===== src/include/xi_regs.svh =====
// Register offsets, field positions, reset values and vectors of the extra interrupt block
`ifndef XI_REGS_SVH
`define XI_REGS_SVH

// -----------------------------------------------------------------
// Byte offsets on the register bus
// -----------------------------------------------------------------
`define XI_OFS_CTRL 8'hC0
`define XI_OFS_PORT 8'hD8
`define XI_OFS_BITOP 8'h10

// -----------------------------------------------------------------
// Reset values
// -----------------------------------------------------------------
`define XI_CTRL_RST 8'h00
`define XI_PORT_RST 4'hF
`define XI_ZERO32 32'h0000_0000

// -----------------------------------------------------------------
// Control fields, per source at base = source * stride
// -----------------------------------------------------------------
`define XI_SRC_STRIDE 4
`define XI_F_EDGE 0
`define XI_F_FLAG 1
`define XI_F_EN 2
`define XI_F_PRIO 3

// -----------------------------------------------------------------
// Bit-address operation word and bit-address bases
// -----------------------------------------------------------------
`define XI_BITOP_ADDR_HI 7
`define XI_BITOP_VAL 8
`define XI_BA_CTRL 5'h18
`define XI_BA_PORT 5'h1B

// -----------------------------------------------------------------
// Vector table, one per polling position
// -----------------------------------------------------------------
`define XI_VEC_0 8'h03
`define XI_VEC_1 8'h0B
`define XI_VEC_2 8'h13
`define XI_VEC_3 8'h1B
`define XI_VEC_4 8'h23
`define XI_VEC_5 8'h33
`define XI_VEC_6 8'h3B
`define XI_POS_EXT_A 3'h5

`endif


===== src/include/xi_pkg.sv =====
// Types shared by the extra interrupt block and its surroundings
package xi_pkg;

    // -----------------------------------------------------------------
    // Standard sources presented by the core (positions 0..4)
    // -----------------------------------------------------------------
    typedef struct packed {
        logic [4:0] req;
        logic [4:0] high;
    } xi_std_irq_t;

    // -----------------------------------------------------------------
    // Request towards the interrupt sequencer
    // -----------------------------------------------------------------
    typedef struct packed {
        logic valid;
        logic high;
        logic [2:0] src;
        logic [7:0] vector;
    } xi_irq_out_t;

    // -----------------------------------------------------------------
    // Service acknowledge from the sequencer
    // -----------------------------------------------------------------
    typedef struct packed {
        logic ack;
        logic [2:0] src;
    } xi_svc_t;

endpackage : xi_pkg


===== src/hw/xi_pin_det.sv =====
// Pin sampling and request flag of one extra external interrupt
`timescale 1ns/1ps
`default_nettype none

module xi_pin_det (
    // Clock and reset
    input wire logic core_clk,
    input wire logic rst,
    // Pin and mode
    input wire logic pin,
    input wire logic edge_sel,
    // Software write and service clear
    input wire logic wr_en,
    input wire logic wr_val,
    input wire logic svc_clr,
    // Flag
    output logic flag
);
    logic pin_q, pin_d;
    logic flag_q, flag_d;
    logic fall;

    // -----------------------------------------------------------------
    // Next state
    // -----------------------------------------------------------------
    always_comb begin
        pin_d = pin;
        fall = pin_q & ~pin;
        flag_d = flag_q;
        if (!edge_sel) begin
            // Level mode: not latched, source must hold pin low
            flag_d = ~pin;
        end else if (fall) begin
            // Set beats a clear in the same cycle
            flag_d = 1'b1;
        end else if (wr_en) begin
            flag_d = wr_val;
        end else if (svc_clr) begin
            flag_d = 1'b0;
        end
    end

    // -----------------------------------------------------------------
    // Registers
    // -----------------------------------------------------------------
    always_ff @(posedge core_clk) begin
        if (rst) begin
            pin_q <= 1'b1;
            flag_q <= 1'b0;
        end else begin
            pin_q <= pin_d;
            flag_q <= flag_d;
        end
    end

    assign flag = flag_q;

endmodule : xi_pin_det

`default_nettype wire


===== src/hw/xi_top.sv =====
// Extra external interrupts, seven-source arbiter and nibble port behind APB
// Function
// - Two extra external interrupts like standard ones
// - Control register at C0, bit-addressable
// - Bit address C2 sets first source enable
// - Priority bit set selects high level
// - Request raised only while enable set
// - Type bit: set falling edge, clear low level
// - Edge flag set on edge, cleared on service
// - Seven sources, two levels, vectors 03 to 3B
// - External zero vectors 03, polled first
// - External one 13 after timer zero 0B
// - First extra source vectors 33, position five
// - Second extra source vectors 3B, polled last
// - Nibble port at D8, four bits implemented
// - Port bits 3, 2 double as interrupt pins
// - Port latches reset to all ones
// - Control register resets to zero
//
// The implementer's own choice: the APB interface to the registers.
`timescale 1ns/1ps
`default_nettype none
`include "xi_regs.svh"

module xi_top
    import xi_pkg::*;
#(
    parameter int NUM_EXT = 2,
    parameter int PORT_BITS = 4,
    parameter int ADDR_W = 8
) (
    // Clock and reset
    input wire logic core_clk,
    input wire logic rst,
    // APB slave
    input wire logic psel,
    input wire logic penable,
    input wire logic pwrite,
    input wire logic [ADDR_W-1:0] paddr,
    input wire logic [31:0] pwdata,
    input wire logic [3:0] pstrb,
    output logic [31:0] prdata,
    output logic pready,
    output logic pslverr,
    // Nibble port pins
    input wire logic [PORT_BITS-1:0] port_in,
    output logic [PORT_BITS-1:0] port_out,
    output logic [PORT_BITS-1:0] port_oe,
    // Interrupt sequencer
    input wire xi_std_irq_t std_irq,
    input wire xi_svc_t svc,
    output xi_irq_out_t irq
);

    // -----------------------------------------------------------------
    // Elaboration checks
    // -----------------------------------------------------------------
    if (NUM_EXT != 2) begin : g_bad_ext
        $error("xi_top: exactly two extra interrupts are supported");
    end
    if (PORT_BITS != 4) begin : g_bad_port
        $error("xi_top: nibble port must be four bits");
    end
    if (ADDR_W < 8) begin : g_bad_addr
        $error("xi_top: address must be at least eight bits");
    end

    // -----------------------------------------------------------------
    // Functions
    // -----------------------------------------------------------------
    // Lowest set position wins; used for both priority levels
    function automatic logic [2:0] xi_pick(input logic [6:0] m);
        logic [2:0] r;
        r = 3'h0;
        for (int i = 6; i >= 0; i--) begin
            if (m[i]) begin
                r = 3'(i);
            end
        end
        return r;
    endfunction : xi_pick

    function automatic logic [7:0] xi_vector(input logic [2:0] pos);
        logic [7:0] v;
        case (pos)
            3'h0: v = `XI_VEC_0;
            3'h1: v = `XI_VEC_1;
            3'h2: v = `XI_VEC_2;
            3'h3: v = `XI_VEC_3;
            3'h4: v = `XI_VEC_4;
            3'h5: v = `XI_VEC_5;
            3'h6: v = `XI_VEC_6;
            default: v = `XI_VEC_0;
        endcase
        return v;
    endfunction : xi_vector

    // Bit address hit on a byte-wide register with given base
    function automatic logic xi_bit_hit(input logic [7:0] ba, input logic [4:0] base);
        return ba[7:3] == base;
    endfunction : xi_bit_hit

    // -----------------------------------------------------------------
    // Declarations
    // -----------------------------------------------------------------
    logic [7:0] ctrl_q, ctrl_d;
    logic [PORT_BITS-1:0] port_q, port_d;
    logic [31:0] rdata_q, rdata_d;
    logic err_q, err_d;
    xi_irq_out_t irq_q, irq_d;
    logic [7:0] ctrl_view;
    logic [7:0] ctrl_new;
    logic [7:0] ctrl_wmask;
    logic [NUM_EXT-1:0] ext_flag;
    logic [NUM_EXT-1:0] ext_pin;
    logic [6:0] all_req;
    logic [6:0] all_high;
    logic setup_ph, acc_wr;
    logic [7:0] wr_byte;
    logic [7:0] bit_addr;
    logic bit_val;
    logic hit_ctrl, hit_port, hit_bitop;

    // -----------------------------------------------------------------
    // APB decode
    // -----------------------------------------------------------------
    assign setup_ph = psel & ~penable;
    // Write lands on the access edge; slave never stalls
    assign acc_wr = psel & penable & pwrite & pstrb[0];
    assign pready = 1'b1;
    assign hit_ctrl = paddr[7:0] == `XI_OFS_CTRL;
    assign hit_port = paddr[7:0] == `XI_OFS_PORT;
    assign hit_bitop = paddr[7:0] == `XI_OFS_BITOP;
    assign wr_byte = pwdata[7:0];
    assign bit_addr = pwdata[`XI_BITOP_ADDR_HI:0];
    assign bit_val = pwdata[`XI_BITOP_VAL];

    // -----------------------------------------------------------------
    // Extra interrupt sources on port bits 2 and 3
    // -----------------------------------------------------------------
    // Pin read comes straight from the pad, as on the other ports
    assign ext_pin = port_in[PORT_BITS-1:PORT_BITS-NUM_EXT];

    for (genvar s = 0; s < NUM_EXT; s++) begin : g_src
        localparam int B = s * `XI_SRC_STRIDE;
        logic svc_hit;
        assign svc_hit = svc.ack && svc.src == 3'(`XI_POS_EXT_A + s);
        xi_pin_det u_det (
            .core_clk(core_clk),
            .rst(rst),
            .pin(ext_pin[s]),
            .edge_sel(ctrl_q[B + `XI_F_EDGE]),
            .wr_en(ctrl_wmask[B + `XI_F_FLAG] & ctrl_q[B + `XI_F_EDGE]),
            .wr_val(ctrl_new[B + `XI_F_FLAG]),
            .svc_clr(svc_hit),
            .flag(ext_flag[s])
        );
        assign all_req[5 + s] = ext_flag[s] & ctrl_q[B + `XI_F_EN];
        assign all_high[5 + s] = ctrl_q[B + `XI_F_PRIO];
    end

    assign all_req[4:0] = std_irq.req;
    assign all_high[4:0] = std_irq.high;

    // -----------------------------------------------------------------
    // Control register view and write merge
    // -----------------------------------------------------------------
    always_comb begin
        ctrl_view = ctrl_q;
        for (int s = 0; s < NUM_EXT; s++) begin
            ctrl_view[s * `XI_SRC_STRIDE + `XI_F_FLAG] = ext_flag[s];
        end
        ctrl_new = ctrl_view;
        ctrl_wmask = 8'h00;
        if (acc_wr && hit_ctrl) begin
            ctrl_new = wr_byte;
            ctrl_wmask = 8'hFF;
        end else if (acc_wr && hit_bitop && xi_bit_hit(bit_addr, `XI_BA_CTRL)) begin
            // Single-bit set or clear, e.g. bit address C2 sets enable A
            ctrl_new[bit_addr[2:0]] = bit_val;
            ctrl_wmask[bit_addr[2:0]] = 1'b1;
        end
        ctrl_d = ctrl_new;
    end

    // -----------------------------------------------------------------
    // Nibble port latch
    // -----------------------------------------------------------------
    always_comb begin
        port_d = port_q;
        if (acc_wr && hit_port) begin
            port_d = wr_byte[PORT_BITS-1:0];
        end else if (acc_wr && hit_bitop && xi_bit_hit(bit_addr, `XI_BA_PORT)
                     && bit_addr[2:0] < 3'(PORT_BITS)) begin
            port_d[bit_addr[1:0]] = bit_val;
        end
    end

    // Quasi-bidirectional: a latch of one leaves the pin to the pull-up
    assign port_out = port_q;
    assign port_oe = ~port_q;

    // -----------------------------------------------------------------
    // Read data, captured in setup so it stands through access
    // -----------------------------------------------------------------
    always_comb begin
        rdata_d = rdata_q;
        err_d = 1'b0;
        if (setup_ph) begin
            rdata_d = `XI_ZERO32;
            err_d = 1'b0;
            if (hit_ctrl) begin
                rdata_d[7:0] = ctrl_view;
            end else if (hit_port) begin
                // Port reads the pins, not the latch, like port one
                rdata_d[PORT_BITS-1:0] = port_in;
            end else if (!hit_bitop) begin
                err_d = 1'b1;
            end
        end else if (psel && penable) begin
            err_d = err_q;
        end
    end

    assign prdata = rdata_q;
    assign pslverr = psel & penable & err_q;

    // -----------------------------------------------------------------
    // Arbitration towards the sequencer
    // -----------------------------------------------------------------
    always_comb begin
        logic [6:0] hi_m;
        logic [6:0] lo_m;
        hi_m = all_req & all_high;
        lo_m = all_req & ~all_high;
        irq_d = '0;
        if (|hi_m) begin
            irq_d.valid = 1'b1;
            irq_d.high = 1'b1;
            irq_d.src = xi_pick(hi_m);
        end else if (|lo_m) begin
            irq_d.valid = 1'b1;
            irq_d.high = 1'b0;
            irq_d.src = xi_pick(lo_m);
        end
        irq_d.vector = irq_d.valid ? xi_vector(irq_d.src) : 8'h00;
    end

    assign irq = irq_q;

    // -----------------------------------------------------------------
    // Registers
    // -----------------------------------------------------------------
    always_ff @(posedge core_clk) begin
        if (rst) begin
            ctrl_q <= `XI_CTRL_RST;
            port_q <= `XI_PORT_RST;
            rdata_q <= `XI_ZERO32;
            err_q <= 1'b0;
            irq_q <= '0;
        end else begin
            ctrl_q <= ctrl_d;
            port_q <= port_d;
            rdata_q <= rdata_d;
            err_q <= err_d;
            irq_q <= irq_d;
        end
    end

endmodule : xi_top

`default_nettype wire


===== config.mk =====
export PLATFORM = sky130hd
export DESIGN_NAME = xi_top
export DESIGN_NICKNAME = d
export VERILOG_FILES = /design/src/include/xi_pkg.sv /design/src/hw/xi_pin_det.sv /design/src/hw/xi_top.sv
export VERILOG_INCLUDE_DIRS = /design/src /design/src/include
export SDC_FILE = /design/constraint.sdc
export NUM_CORES = 1
export LEC_CHECK = 0
export ABC_AREA = 1
export ABC_CLOCK_PERIOD_IN_PS = 1200
export BUFFER_PORTS_ARGS = -buffer_cell sky130_fd_sc_hd__clkbuf_2
export CAP_MARGIN = 20
export CORE_UTILIZATION = 30
export DETAILED_ROUTE_END_ITERATION = 8
export PLACE_DENSITY_LB_ADDON = 0.12
export SLEW_MARGIN = 20
export SYNTH_ARGS = -nofsm -noshare
export SYNTH_HDL_FRONTEND = slang
export SYNTH_SLANG_ARGS = --single-unit

===== constraint.sdc =====
create_clock -name core_clk -period 1.2 [get_ports core_clk]
set_input_delay 0.24 -clock core_clk [delete_from_list [all_inputs] [get_ports core_clk]]
set_output_delay 0.24 -clock core_clk [all_outputs]
set_load 0.005 [all_outputs]

==> flow_summary.ini <==
[setup_path]
critPathLaunchType = register
reg2reg_depth = 9
max_stage_delay_ns = 0.36
rrSetupSlack_ns = 0.006
crit_path_end_kind = register
path_cells = inv_2, nand3_2, nand3_2, nand2_2, a21oi_2, buf_4, nand2_2, nand2_1, nor2_1
crit_type = register to register
crit_fanout = 3
crit_required_ns = 1.39
slowest_stage = dfxtp_4
arrival_ns = 1.38

[pwr]
ir_drop_mv = 0.445
pwr-share-clk = 0.395
intPower_mw = 1.93
seqPwrFrac = 0.418
p_leak_nw = 1.66
p_switching_mw = 0.728
switching_share = 0.274
pwr-share-comb = 0.187
power.density_cell_area_nw_per_um2 = 848
p_total_mw = 2.66

[place]
gp_congestion = 0.828
port_buffers = 67
dp_hpwl_mm = 4.59
dp_slack_ns = -0.256
placed_area_sq_um = 2820

[final_layout]
most-common-layout-cells = nand2_1 (64), clkbuf_2 (62), buf_4 (51), inv_1 (40), nor2_1 (30)
synthToLayoutAreaGrowth_pct = 45.5
final_common_cell = nand2_1
diodes = 0
drive_above_1_share = 0.420
post-route-util = 0.456
final_cell_area_sq_um = 3130
nNetsFinal = 514

[synth]
synth_cell_types = 36
ys_seq_area_frac = 0.297
async_flop_share = 0
mappedNetlistArea_sq_um = 2150
yosys_warnings = 0
postSynthAreaPerCell_sq_um = 6.45
yosys_register_bits = 32
synth_edf_count = 0
synthCells = 334
synth_top_flop_cell = dfxtp_1

[detailed_routing]
first_iter_violations = 62
wl_met1_mm = 2.77
drtAntennaViolNets = 0
dr_wl_met3_microns = 245
via_count = 2308
route.detailed.wl_per_inst_microns = 10.4
dr.pass1.iters = 4
top_layer_used = met4
met2_length_mm = 2.56
viasPerCell = 4.24
drc_errors = 0
totalWireLength_mm = 5.65

[sta]
setup_viol = 0
min_period_ns = 1.19
setup_slack_ns = 0.00629
rsz0062_at_grt = yes
skew_ns = 0.00805
fmax_mhz = 838
final_hold_viol_count = 0
fin_crit_sh = 0.995
finalSetupTns_ns = 0
drv_slew = 0

[grt]
grt_antenna_before_repair = 0
grt-ovfl-total = 0
grt_pass1_wl_mm = 9.36
track_usage = 0.161
grt_max_degree = 14
first_global_vias = 2055

[job]
cap_violations = 0

[floorplanning]
ios = 122
die_x_microns = 86.7
start_util = 0.314
rows = 30
die_height_microns = 86.7
core_sq_um = 6870
dieArea_sq_um = 7520

[clocking]
cts_hold_buf = 0
clk_pin_slew_ns = 0.08
numClockSinks = 32
ctsRootBufferMaster = clkbuf_8
clkLatencyLatePin_ns = 0.29
cts_tree = built
htreeDepth = 2
cts_buffers = 5
cts.path.max_buffers = 2

[outcome]
outcome = finished, final reports clean

[worst_hold_path]
hold_path_depth = 2
hold_class = input port to register
==> metal layers <==
metal,GRT usage,vias up
met5,0,-
met2,0.254,55
met3,0.0333,7
met1,0.220,1009
li1,-,1237
met4,0.0470,0
==> sequential cells by signal (all words and copies together) (netlist names) <==
signal / cells
irq: 9
port_out: 4
g_src.u_det.pin_q: 2
ctrl_q: 6
prdata: 8
err_q: 1
g_src.u_det.flag: 2
==> cell families (layout without fill, tap and decap cells) <==
| kind of cell | count (synthesis) | after routing | synth area share |
|---|---|---|---|
| buf+inv | 85 | 173 | 0.207 |
| simple gates | 164 | 164 | 0.354 |
| other cells | 2 | 28 | 0.00349 |
| compound gates | 51 | 51 | 0.138 |
| flops | 32 | 32 | 0.297 |
==> synth_stat cells (3+ instances only) <==
library cell | count | share of area
o211ai_1 | 5 | 0.017
nand3_1 | 27 | 0.063
dfxtp_1 | 32 | 0.30
buf_4 | 29 | 0.10
or2_2 | 3 | 0.0087
nand2_2 | 3 | 0.0087
a21oi_1 | 22 | 0.051
nor2_1 | 35 | 0.061
nor2_4 | 3 | 0.016
nand2_1 | 74 | 0.13
o21ai_0 | 14 | 0.033
inv_1 | 45 | 0.078
nor2_2 | 3 | 0.0087
o21ai_2 | 3 | 0.012
nand4_1 | 8 | 0.023
==> layout make-up <==
| cell class | instances | area (sq um) |
|---|---|---|
| fill | 752 | 3730 |
| multi-input combinational | 243 | 1330 |
| timing repair buffer | 116 | 727 |
| sequential | 32 | 658 |
| inverter | 49 | 191 |
| tap | 96 | 120 |
| clock buffer | 5 | 68.8 |
| clock inverter | 3 | 42.5 |
==> per-stage QoR <==
step,instances,hold WS [ns]
finish,544,0.203
global route,544,0.209
CTS,541,0.204
detailed placement,530,0.463
global placement,530,0.459
floorplan,360,0.337
==> timing repair <==
action,in CTS,in global routing
buffers inserted,3,3
resized for setup,16,43
pin swaps,3,18
endpoints found under the setup margin,7,20
==> path summary, 6_finish.rpt <==
path | startpoint | to
worst max-delay path | ctrl_q[7] | irq[3]
worst min-delay path | port_in[3] | g_src[1].u_det.pin_q
worst max register to register | ctrl_q[7] | irq[3]
worst min register to register | prdata[6] | prdata[6]
==> power by group through the flow <==
stage	clock network, mW	registers, mW	logic [mW]
final	1.05	1.11	0.496
after global routing	1.12	1.12	0.560
after CTS	1.08	1.12	0.466
after detailed placement	0	1.14	0.449
after global placement	0	1.14	0.446
after floorplan	0	1.14	0.286
==> critical path, delay by kind of cell (launching register included) <==
family                 cells  cell delay, ns
AND/OR/NAND/NOR            6            0.37
flip-flops                 1            0.36
buffers and inverters      2            0.19
AO/OA/AOI/OAI              1            0.16
Note: power is estimated with default switching activity, not from simulation.
